## src/pps_sync_pkg.sv

```systemverilog
// What this block does
// - mode from source and line direction
// - lost external pulse reverts source internal
// - slave->free-run, sync master->master on loss
// - internal source: incoming pulse raises found
// - 16-bit acceptance threshold in subseconds
// - accept within 65535-th .. 65536+th
// - zero threshold accepts 65535..65536 only
// - threshold 65535 accepts all, never lost
// - arrived, lost and found events
// - separate event per enabled trigger
// - masters drive shared line every second
// - sync master aligns to sync input
// - slave aligns to shared line input
// - source 0 external, 1 internal, default internal
package pps_sync_pkg;
   // time base
   localparam int unsigned CLK_NS = 10;
   localparam int unsigned SEC_NS = 1000000000;
   localparam int unsigned SUBSEC_PER_SEC = 65536;
   // rounds down: the second runs slightly fast
   localparam int unsigned SUBSEC_CYC = SEC_NS / (CLK_NS * SUBSEC_PER_SEC);
   localparam logic [10:0] SUBSEC_CYC_M1 = 11'(SUBSEC_CYC - 1);
   localparam logic [10:0] DIV_ZERO = 11'h000;
   localparam logic [15:0] SUBSEC_MAX = 16'hffff;
   localparam logic [15:0] THRESH_ALL = 16'hffff;
   localparam logic [15:0] THRESH_RESET = 16'h0000;
   localparam logic [17:0] SPAN_NOMINAL = 18'h0ffff;
   localparam logic [17:0] SPAN_NEXT = 18'h10000;
   localparam logic [17:0] SINCE_SAT = 18'h3ffff;
   localparam logic [15:0] PULSE_TICKS = 16'h0100;
   localparam int unsigned HALF_SEC_BIT = 15;
   localparam int unsigned N_TRIG = 8;
   localparam int unsigned N_PINS = N_TRIG + 2;
   // register byte offsets
   localparam logic [7:0] OFS_CTRL = 8'h00;
   localparam logic [7:0] OFS_THRESH = 8'h04;
   localparam logic [7:0] OFS_SEC = 8'h08;
   localparam logic [7:0] OFS_SUBSEC = 8'h0c;
   localparam logic [7:0] OFS_STATUS = 8'h10;
   localparam logic [7:0] OFS_ARRIVE = 8'h14;
   localparam logic [7:0] OFS_TRIG_LEVEL = 8'h18;
   localparam logic [7:0] OFS_TRIG_EN = 8'h1c;
   // fields
   localparam int unsigned CTRL_SRC_BIT = 0;
   localparam int unsigned CTRL_OE_BIT = 1;
   localparam logic SRC_EXTERNAL = 1'b0;
   localparam logic SRC_INTERNAL = 1'b1;
   localparam logic OE_RESET = 1'b0;
   localparam int unsigned ST_ARRIVED = 0;
   localparam int unsigned ST_LOST = 1;
   localparam int unsigned ST_FOUND = 2;
   localparam int unsigned ST_TRIG_LSB = 8;
   localparam logic [1:0] RESP_OKAY = 2'b00;
   localparam logic [1:0] RESP_SLVERR = 2'b10;
   typedef enum logic [1:0]
   {
      MODE_FREE_RUN,
      MODE_MASTER,
      MODE_SYNC_MASTER,
      MODE_SLAVE
   } mode_t;
endpackage : pps_sync_pkg

```

## src/pps_sync_top.sv

```systemverilog
`timescale 1ns/10ps
module pps_sync_top
   import pps_sync_pkg::*;
(
   // clock and reset
   input wire logic aclk,
   input wire logic aresetn,
   // axi4-lite write address and data
   input wire logic [7:0] awaddr,
   input wire logic awvalid,
   output logic awready,
   input wire logic [31:0] wdata,
   input wire logic [3:0] wstrb,
   input wire logic wvalid,
   output logic wready,
   // axi4-lite write response
   output logic [1:0] bresp,
   output logic bvalid,
   input wire logic bready,
   // axi4-lite read
   input wire logic [7:0] araddr,
   input wire logic arvalid,
   output logic arready,
   output logic [31:0] rdata,
   output logic [1:0] rresp,
   output logic rvalid,
   input wire logic rready,
   // pulse pins
   input wire logic sync_in_line,
   input wire logic shared_pulse_line_in,
   output logic shared_pulse_line_out,
   output logic shared_pulse_line_oe,
   // general purpose trigger pins
   input wire logic [N_TRIG-1:0] gp_trigger_in,
   // status and event pulses
   output mode_t pps_mode,
   output logic pps_arrived_evt,
   output logic pps_lost_evt,
   output logic pps_found_evt,
   output logic [N_TRIG-1:0] gp_trigger_event
);
   // bus state
   logic aw_hold_r, aw_hold_nxt, w_hold_r, w_hold_nxt;
   logic [7:0] awaddr_q_r, awaddr_q_nxt;
   logic [31:0] wdata_q_r, wdata_q_nxt;
   logic [3:0] wstrb_q_r, wstrb_q_nxt;
   logic awready_r, awready_nxt, wready_r, wready_nxt;
   logic bvalid_r, bvalid_nxt, arready_r, arready_nxt;
   logic rvalid_r, rvalid_nxt;
   logic [1:0] bresp_r, bresp_nxt, rresp_r, rresp_nxt;
   logic [31:0] rdata_r, rdata_nxt;
   logic wr_fire;
   logic [31:0] wmask;
   // device state
   logic [10:0] div_r, div_nxt;
   logic [15:0] subsec_r, subsec_nxt, thresh_r, thresh_nxt;
   logic [31:0] sec_r, sec_nxt;
   logic [17:0] since_r, since_nxt;
   logic src_r, src_nxt, oe_r, oe_nxt;
   logic [23:0] stamp_r, stamp_nxt;
   logic [N_TRIG-1:0] level_r, level_nxt, en_r, en_nxt;
   logic [15:0] status_r, status_nxt;
   mode_t mode_r, mode_nxt;
   logic pulse_out_r, pulse_out_nxt, line_oe_r, line_oe_nxt;
   logic arrived_r, arrived_nxt, lost_r, lost_nxt, found_r, found_nxt;
   logic [N_TRIG-1:0] trig_evt_r, trig_evt_nxt;
   // pins
   logic [N_PINS-1:0] pins_s, pins_rise, pins_fall;
   logic tick, pulse_rise, in_window;
   logic [17:0] win_lo, win_hi;

   // every pin is synchronised before use
   pin_sync2 #(.W(N_PINS)) i_pin_sync2 (
      .aclk(aclk),
      .aresetn(aresetn),
      .d({gp_trigger_in, shared_pulse_line_in, sync_in_line}),
      .q(pins_s)
   );

   edge_detect #(.W(N_PINS)) i_edge_detect (
      .aclk(aclk),
      .aresetn(aresetn),
      .d(pins_s),
      .rise(pins_rise),
      .fall(pins_fall)
   );

   // byte mask from the held strobes
   assign wmask = {{8{wstrb_q_r[3]}}, {8{wstrb_q_r[2]}},
                   {8{wstrb_q_r[1]}}, {8{wstrb_q_r[0]}}};
   assign wr_fire = aw_hold_r && w_hold_r && !bvalid_r;

   function automatic logic addr_ok(input logic [7:0] a);
      addr_ok = (a == OFS_CTRL) || (a == OFS_THRESH) || (a == OFS_SEC) ||
                (a == OFS_SUBSEC) || (a == OFS_STATUS) ||
                (a == OFS_ARRIVE) || (a == OFS_TRIG_LEVEL) ||
                (a == OFS_TRIG_EN);
   endfunction : addr_ok

   // axi4-lite handshakes; one write and one read at a time
   always_comb
   begin
      aw_hold_nxt = aw_hold_r;
      w_hold_nxt = w_hold_r;
      awaddr_q_nxt = awaddr_q_r;
      wdata_q_nxt = wdata_q_r;
      wstrb_q_nxt = wstrb_q_r;
      bvalid_nxt = bvalid_r;
      bresp_nxt = bresp_r;
      rvalid_nxt = rvalid_r;
      rresp_nxt = rresp_r;
      rdata_nxt = rdata_r;
      if (awvalid && awready_r)
      begin
         aw_hold_nxt = 1'b1;
         awaddr_q_nxt = awaddr;
      end
      if (wvalid && wready_r)
      begin
         w_hold_nxt = 1'b1;
         wdata_q_nxt = wdata;
         wstrb_q_nxt = wstrb;
      end
      if (wr_fire)
      begin
         aw_hold_nxt = 1'b0;
         w_hold_nxt = 1'b0;
         bvalid_nxt = 1'b1;
         bresp_nxt = addr_ok(awaddr_q_r) ? RESP_OKAY : RESP_SLVERR;
      end
      if (bvalid_r && bready)
         bvalid_nxt = 1'b0;
      if (arvalid && arready_r)
      begin
         rvalid_nxt = 1'b1;
         rresp_nxt = addr_ok(araddr) ? RESP_OKAY : RESP_SLVERR;
         unique case (araddr)
            OFS_CTRL: rdata_nxt = {30'h0, oe_r, src_r};
            OFS_THRESH: rdata_nxt = {16'h0000, thresh_r};
            OFS_SEC: rdata_nxt = sec_r;
            OFS_SUBSEC: rdata_nxt = {16'h0000, subsec_r};
            OFS_STATUS: rdata_nxt = {16'h0000, status_r};
            OFS_ARRIVE: rdata_nxt = {8'h00, stamp_r};
            OFS_TRIG_LEVEL: rdata_nxt = {24'h000000, level_r};
            OFS_TRIG_EN: rdata_nxt = {24'h000000, en_r};
            default: rdata_nxt = 32'h00000000;
         endcase
      end
      if (rvalid_r && rready)
         rvalid_nxt = 1'b0;
      // ready drops while a channel is held or answering
      awready_nxt = !aw_hold_nxt && !bvalid_nxt;
      wready_nxt = !w_hold_nxt && !bvalid_nxt;
      arready_nxt = !rvalid_nxt;
   end

   always_ff @(posedge aclk)
   begin
      if (!aresetn)
      begin
         {aw_hold_r, w_hold_r, awready_r, wready_r} <= '0;
         {bvalid_r, arready_r, rvalid_r} <= '0;
         {awaddr_q_r, wdata_q_r, wstrb_q_r, rdata_r} <= '0;
         bresp_r <= RESP_OKAY;
         rresp_r <= RESP_OKAY;
      end
      else
      begin
         aw_hold_r <= aw_hold_nxt;
         w_hold_r <= w_hold_nxt;
         awaddr_q_r <= awaddr_q_nxt;
         wdata_q_r <= wdata_q_nxt;
         wstrb_q_r <= wstrb_q_nxt;
         awready_r <= awready_nxt;
         wready_r <= wready_nxt;
         bvalid_r <= bvalid_nxt;
         bresp_r <= bresp_nxt;
         arready_r <= arready_nxt;
         rvalid_r <= rvalid_nxt;
         rresp_r <= rresp_nxt;
         rdata_r <= rdata_nxt;
      end
   end

   // subsecond tick enable
   assign tick = (div_r == SUBSEC_CYC_M1);
   // both masters listen on sync input
   // otherwise shared line is the input
   assign pulse_rise = oe_r ? pins_rise[0] : pins_rise[1];
   // window edges, 18 bits so no wrap
   assign win_lo = SPAN_NOMINAL - {2'b00, thresh_r};
   assign win_hi = SPAN_NEXT + {2'b00, thresh_r};
   // zero gives 65535..65536, max accepts all
   assign in_window = (thresh_r == THRESH_ALL) ||
                      ((since_r >= win_lo) && (since_r <= win_hi));

   // time keeping, pulse checking and software writes
   always_comb
   begin
      div_nxt = tick ? DIV_ZERO : div_r + 11'h001;
      subsec_nxt = subsec_r;
      sec_nxt = sec_r;
      since_nxt = since_r;
      src_nxt = src_r;
      oe_nxt = oe_r;
      thresh_nxt = thresh_r;
      stamp_nxt = stamp_r;
      level_nxt = level_r;
      en_nxt = en_r;
      arrived_nxt = 1'b0;
      lost_nxt = 1'b0;
      found_nxt = 1'b0;
      // wrap of subseconds carries a second
      if (tick)
      begin
         subsec_nxt = subsec_r + 16'h0001;
         if (subsec_r == SUBSEC_MAX)
            sec_nxt = sec_r + 32'h00000001;
         if (since_r != SINCE_SAT)
            since_nxt = since_r + 18'h00001;
      end
      // control writes land before the hardware fallback
      if (wr_fire && awaddr_q_r == OFS_CTRL && wstrb_q_r[0])
      begin
         src_nxt = wdata_q_r[CTRL_SRC_BIT];
         oe_nxt = wdata_q_r[CTRL_OE_BIT];
      end
      if (wr_fire && awaddr_q_r == OFS_THRESH)
         thresh_nxt = (thresh_r & ~wmask[15:0]) |
                      (wdata_q_r[15:0] & wmask[15:0]);
      if (wr_fire && awaddr_q_r == OFS_TRIG_LEVEL && wstrb_q_r[0])
         level_nxt = wdata_q_r[N_TRIG-1:0];
      if (wr_fire && awaddr_q_r == OFS_TRIG_EN && wstrb_q_r[0])
         en_nxt = wdata_q_r[N_TRIG-1:0];
      if (src_r == SRC_EXTERNAL && thresh_r != THRESH_ALL &&
          since_r > win_hi)
      begin
         lost_nxt = 1'b1;
         src_nxt = SRC_INTERNAL;
      end
      if (pulse_rise)
      begin
         stamp_nxt = {sec_r[7:0], subsec_r};
         since_nxt = 18'h00000;
         if (src_r == SRC_INTERNAL)
            found_nxt = 1'b1;
         else if (in_window)
         begin
            arrived_nxt = 1'b1;
            subsec_nxt = 16'h0000;
            if (subsec_r[HALF_SEC_BIT])
               sec_nxt = sec_r + 32'h00000001;
         end
         else
         begin
            lost_nxt = 1'b1;
            src_nxt = SRC_INTERNAL;
         end
      end
      // counter writes add a two's complement difference
      if (wr_fire && awaddr_q_r == OFS_SEC)
         sec_nxt = sec_nxt + (wdata_q_r & wmask);
      if (wr_fire && awaddr_q_r == OFS_SUBSEC)
         subsec_nxt = subsec_nxt + (wdata_q_r[15:0] & wmask[15:0]);
      // one event per enabled trigger on its selected edge: falling if its level bit is set, else rising
      trig_evt_nxt = en_r & ((level_r & pins_fall[N_PINS-1:2]) |
                             (~level_r & pins_rise[N_PINS-1:2]));
      // sticky flags, the set wins over a clear
      status_nxt = status_r;
      if (wr_fire && awaddr_q_r == OFS_STATUS)
         status_nxt = status_r & ~(wdata_q_r[15:0] & wmask[15:0]);
      status_nxt[ST_ARRIVED] = status_nxt[ST_ARRIVED] | arrived_nxt;
      status_nxt[ST_LOST] = status_nxt[ST_LOST] | lost_nxt;
      status_nxt[ST_FOUND] = status_nxt[ST_FOUND] | found_nxt;
      status_nxt[ST_TRIG_LSB +: N_TRIG] =
         status_nxt[ST_TRIG_LSB +: N_TRIG] | trig_evt_nxt;
      unique case ({src_nxt, oe_nxt})
         {SRC_INTERNAL, 1'b0}: mode_nxt = MODE_FREE_RUN;
         {SRC_INTERNAL, 1'b1}: mode_nxt = MODE_MASTER;
         {SRC_EXTERNAL, 1'b1}: mode_nxt = MODE_SYNC_MASTER;
         {SRC_EXTERNAL, 1'b0}: mode_nxt = MODE_SLAVE;
      endcase
      // masters pulse at each second start
      line_oe_nxt = oe_nxt;
      pulse_out_nxt = oe_nxt && (subsec_nxt < PULSE_TICKS);
   end

   always_ff @(posedge aclk)
   begin
      if (!aresetn)
      begin
         div_r <= DIV_ZERO;
         {subsec_r, sec_r, since_r, stamp_r} <= '0;
         src_r <= SRC_INTERNAL;
         oe_r <= OE_RESET;
         thresh_r <= THRESH_RESET;
         {level_r, en_r, status_r, trig_evt_r} <= '0;
         mode_r <= MODE_FREE_RUN;
         {pulse_out_r, line_oe_r, arrived_r, lost_r, found_r} <= '0;
      end
      else
      begin
         div_r <= div_nxt;
         subsec_r <= subsec_nxt;
         sec_r <= sec_nxt;
         since_r <= since_nxt;
         src_r <= src_nxt;
         oe_r <= oe_nxt;
         thresh_r <= thresh_nxt;
         stamp_r <= stamp_nxt;
         level_r <= level_nxt;
         en_r <= en_nxt;
         status_r <= status_nxt;
         mode_r <= mode_nxt;
         pulse_out_r <= pulse_out_nxt;
         line_oe_r <= line_oe_nxt;
         arrived_r <= arrived_nxt;
         lost_r <= lost_nxt;
         found_r <= found_nxt;
         trig_evt_r <= trig_evt_nxt;
      end
   end

   // outputs straight from flops
   assign {awready, wready, arready} = {awready_r, wready_r, arready_r};
   assign {bvalid, bresp} = {bvalid_r, bresp_r};
   assign {rvalid, rresp, rdata} = {rvalid_r, rresp_r, rdata_r};
   assign {shared_pulse_line_out, shared_pulse_line_oe} =
      {pulse_out_r, line_oe_r};
   assign pps_mode = mode_r;
   assign {pps_arrived_evt, pps_lost_evt, pps_found_evt} =
      {arrived_r, lost_r, found_r};
   assign gp_trigger_event = trig_evt_r;
endmodule : pps_sync_top

```

## src/pin_sync2.sv

```systemverilog
`timescale 1ns/10ps
module pin_sync2 #(
   parameter int unsigned W = 1
) (
   // clock and reset
   input wire logic aclk,
   input wire logic aresetn,
   // pins in, synchronised out
   input wire logic [W-1:0] d,
   output logic [W-1:0] q
);
   logic [W-1:0] meta_r;
   logic [W-1:0] q_r;

   // first stage feeds only the second
   always_ff @(posedge aclk)
   begin
      if (!aresetn)
      begin
         meta_r <= '0;
         q_r <= '0;
      end
      else
      begin
         meta_r <= d;
         q_r <= meta_r;
      end
   end

   assign q = q_r;
endmodule : pin_sync2

```

## src/edge_detect.sv

```systemverilog
`timescale 1ns/10ps
module edge_detect #(
   parameter int unsigned W = 1
) (
   // clock and reset
   input wire logic aclk,
   input wire logic aresetn,
   // synchronised levels in, edge pulses out
   input wire logic [W-1:0] d,
   output logic [W-1:0] rise,
   output logic [W-1:0] fall
);
   logic [W-1:0] prev_r;

   // previous sample; reset low so a high pin gives one rise
   always_ff @(posedge aclk)
   begin
      if (!aresetn)
         prev_r <= '0;
      else
         prev_r <= d;
   end

   assign rise = d & ~prev_r;
   assign fall = ~d & prev_r;
endmodule : edge_detect

```

## config.mk

```make
export PLATFORM = sky130hd
export DESIGN_NAME = pps_sync_top
export DESIGN_NICKNAME = d
export VERILOG_FILES = /design/src/pps_sync_pkg.sv /design/src/pps_sync_top.sv /design/src/pin_sync2.sv /design/src/edge_detect.sv
export SDC_FILE = /design/constraint.sdc
export NUM_CORES = 1
export LEC_CHECK = 0
export BUFFER_PORTS_ARGS = -buffer_cell sky130_fd_sc_hd__buf_2
export CAP_MARGIN = 0
export CORE_MARGIN = 4
export CORE_UTILIZATION = 40
export CTS_BUF_LIST = sky130_fd_sc_hd__clkbuf_8
export DETAILED_ROUTE_END_ITERATION = 10
export MAX_ROUTING_LAYER = met4
export SYNTH_ARGS = -nofsm -noshare
export SYNTH_HDL_FRONTEND = slang
export SYNTH_SLANG_ARGS = --single-unit
```

## constraint.sdc

```tcl
create_clock -name aclk -period 7 [get_ports aclk]
set_clock_uncertainty 0.1 [all_clocks]
set_input_delay 1.4 -clock aclk [delete_from_list [all_inputs] [get_ports aclk]]
set_output_delay 1.4 -clock aclk [all_outputs]
set_load 0.05 [all_outputs]
```

==> metrics.md <==
| Metric | Value |
|---|---|
| Status | finished clean |
| CP max stage delay | slightly below 600 ps |
| Hold-fix buffers, CTS | 0 |
| Port bufs | roughly 120 |
| Setup Viol. Count Final | 0 |
| Htree depth | 2 |
| PD cells | roughly 200 mW/mm^2 |
| Wire length on met3 | ~2.7 mm |
| Synthesized area | between 0.01 and 0.015 mm^2 |
| Critical path class | reg -> reg |
| Layout cells sized above 1 | ~13% |
| Final WL | between 40 and 50 mm |
| Cell area after layout | around 0.017 mm^2 |
| Vias per cell | about 5.5 |
| Row Count | ~70 |
| Metal-1 WL | ~21 mm |
| WHS | ~330 ps |
| Antenna-violating nets left | 0 |
| Gr ovfl total | 0 |
| Async SR Flop Fraction | 0% |
| CTS buffer count | 51 |
| Root Driver | clkbuf_8 |
| Prevailing post-synth register cell | dfxtp_1 |
| DPL Wire Length | approximately 33 mm |
| Uppermost layer routed | met4 |
| CP Launch Type | register |
| Fmax | about 160 MHz |
| Setup_tns | 0 ps |
| CP arrival | 6640 ps |
| PostCTS Resize Cnt | 0 |
| Pleak | 6.96 nW |
| Die height | approximately 200 um |
| Number of buffers added for setup after CTS | 0 |
| Distinct cells, synth | around 70 |
| Max-Cap Viols | 0 |
| Initial antenna violation count | 0 |
| Full die area | slightly below 0.04 mm^2 |
| Vias | 13,309 |
| Worst path slowest cell | o41ai_4 |
| Yosys reg bits | 280 |
| Hold/Removal Path Class | reg -> reg |
| Worst VDD drop | approximately 0.00012 V |
| Horiz. Die Dim | between 150 and 200 um |
| # clock sinks | 280 |
| Final min period | about 6200 ps |
| Diode count | 0 |
| Clk Latency, worst-skew pair | around 630 ps |
| Worst EP required | 7410 ps |
| DRC | 0 |
| Hold Vio Cnt, Final | 0 |
| Final net count | slightly above 2,000 |
| GP Congestion | roughly 1 |
| Syn avg cell area | 8.18 um^2 |
| Worst path cell trace | inv_1, ha_1, nor4_1, o311ai_0, nand2_1, a211oi_1, o41ai_4, o21ai_0, xnor2_1, ha_1, fa_1, a211oi_1, o211ai_1, a41oi_1, a22oi_1, a2111oi_0, nor3_1, a21oi_1, nor2_1, a211o_1 |
| Average routed wire per standard cell | around 19 um |
| First-pass GRT wire length | 70.7 mm |
| Clock Path Buffers | 3 |
| Fin. max-slew vios | 0 |
| Largest net degree at the start of global routing | 60 |
| CTS tree | done |
| Worst-margin pin slew | 1110 ps |
| RSZ-0062 raised after global routing | false |
| Synth Warn # | 0 |
| Number of detailed-route iterations in the first pass | 6 |
| Max transition margin | 25.9% |
| # IOs | approximately 130 |
| Filler Cells Inserted | 3,587 |
| GRT Total Usage | 23.1% |
| Core area | approximately 0.036 mm^2 |
| Syn Inst Count | 1,792 |
| DR iter-0 viols | about 1,100 |
| Placement-stage cell area | roughly 0.016 mm^2 |
| Clock transition at the registers of the reported paths | roughly 70 ps |
| Max Fanout on Critical Path | 9 |
| Vias in the first global route | roughly 13,000 |
| Period utilization | just under 90% |
| Post-synth EDFFs | 0 |
| Sequential cell area fraction in the yosys report | around two fifths |
| Initial Utilization | roughly 40% |
| Final Power | around 0.0034 W |
| Met2 Wirelength | just over 20 mm |
| Crit. End Element | register |
| P&R area growth vs syn | 14.3% |
[per-stage QoR]
| step | setup slack, ps | util [%] | instances |
|---|---|---|---|
| finish | 767 | 46.8 | 2410 |
| global placement | 1010 | 43.8 | 2315 |
| floorplan | 1930 | - | 1793 |
| detailed placement | 868 | 43.8 | 2315 |
| global route | 211 | 46.8 | 2410 |
| CTS | 820 | 46.8 | 2410 |
[cell usage in the layout, fill, tap and decap left out, types with 6 or more instances in the layout]
master / netlist / layout
a22oi_1: 13 / 13
or4_1: 8 / 8
buf_4: 4 / 20
o211ai_1: 11 / 11
nor4_1: 8 / 8
and2_1: 77 / 77
a21o_1: 18 / 18
nor2b_1: 7 / 7
or3_1: 19 / 19
dfxtp_1: 280 / 280
buf_2: 3 / 122
o21a_1: 6 / 6
a31oi_1: 14 / 14
a211oi_1: 13 / 13
clkinv_2: 0 / 11
a221oi_1: 13 / 13
xnor2_1: 59 / 59
inv_1: 48 / 62
nand3_1: 35 / 35
a222oi_1: 14 / 14
nor2_1: 183 / 183
a31o_2: 11 / 11
and3_1: 26 / 26
nor3_1: 23 / 22
nand2_1: 292 / 292
nand4_1: 22 / 22
mux2i_1: 33 / 33
clkbuf_8: 0 / 64
a21oi_1: 176 / 176
nand2b_1: 18 / 18
o21ai_0: 55 / 55
o2bb2ai_1: 23 / 23
xor2_1: 50 / 50
ha_1: 87 / 87
[flip-flops by register name (all words and copies together) (netlist names), 2 cells and up, named ones only]
name,flops
subsec_r,16
i_pin_sync2.meta_r,10
en_r,8
sec_r,32
stamp_r,24
level_r,8
div_r,11
rdata,32
wdata_q_r,32
gp_trigger_event,8
awaddr_q_r,8
i_pin_sync2.q,10
wstrb_q_r,4
pps_mode,2
status_r,16
i_edge_detect.prev_r,10
since_r,18
[cell families after synthesis]
family          synth area share (%)
buf+inv                         3.46
compound gates                  18.1
mux                             2.64
xor+xnor                        6.52
fa+ha+maj                       7.70
other cells                   0.0256
simple gates                    23.3
flops                           38.3
[report_power, final]
group	internal, W	leakage (nW)	total, W	switching [W]
Sequential	0.00162	2.27	0.00165	0.0000294
Combinational	0.0000511	4.09	0.000172	0.000121
Clock	0.000869	0.604	0.00159	0.000726
[final timing paths]
path	start	endpoint	slack (ps)	cells after the start
setup / recovery	register	sec_r[30]	770	20
setup reg to reg	register	sec_r[30]	770	20
hold reg to reg	i_pin_sync2.meta_r[1]	i_pin_sync2.q[1]	330	1
hold / removal	i_pin_sync2.meta_r[1]	i_pin_sync2.q[1]	330	1
[worst max-delay path, delay by kind of cell (launching register included)]
kind / cells / cell delay, ps
compound gates: 11 / 3430
xor+xnor: 1 / 220
fa+ha+maj: 3 / 1010
buf+inv: 1 / 70
flops: 1 / 440
simple gates: 4 / 860
[routing by layer]
layer / vias to the layer above / track usage (%)
met5: - / -
met4: 0 / 7.42
met3: 87 / 3.39
met2: 396 / 35.9
met1: 6296 / 31.2
li1: 6530 / -
[synthesized netlist by cell type, drive strengths merged (10+ instances only)]
master	instances	area [um^2]
and3	26	163
mux2i	33	330
o211ai	11	82.6
nor4	10	83.8
or3	19	119
nor3	23	115
a21oi	176	881
nand3	36	185
a31oi	14	87.6
inv	48	180
a211oi	13	97.6
buf	12	63.8
nand4	22	138
dfxtp	280	5610
a221oi	13	114
nor2	183	687
nand2	292	1100
and2	77	482
a31o	11	96.3
o21ai	55	275
xnor2	59	517
xor2	50	438
o2bb2ai	23	201
a21o	18	135
a222oi	14	140
a22oi	13	97.6
nand2b	18	113
clkbuf	69	259
ha	87	1090
[area by class of cell]
class,instances,area (um^2),share of cell area (%)
tap,461,577,3.44
sequential,280,5610,33.5
clock buffer,64,881,5.26
multi-input combinational,1383,8560,51.1
timing repair buffer,142,761,4.54
inverter,49,186,1.11
clock inverter,31,185,1.11
Note: power is estimated with default switching activity, not from simulation.
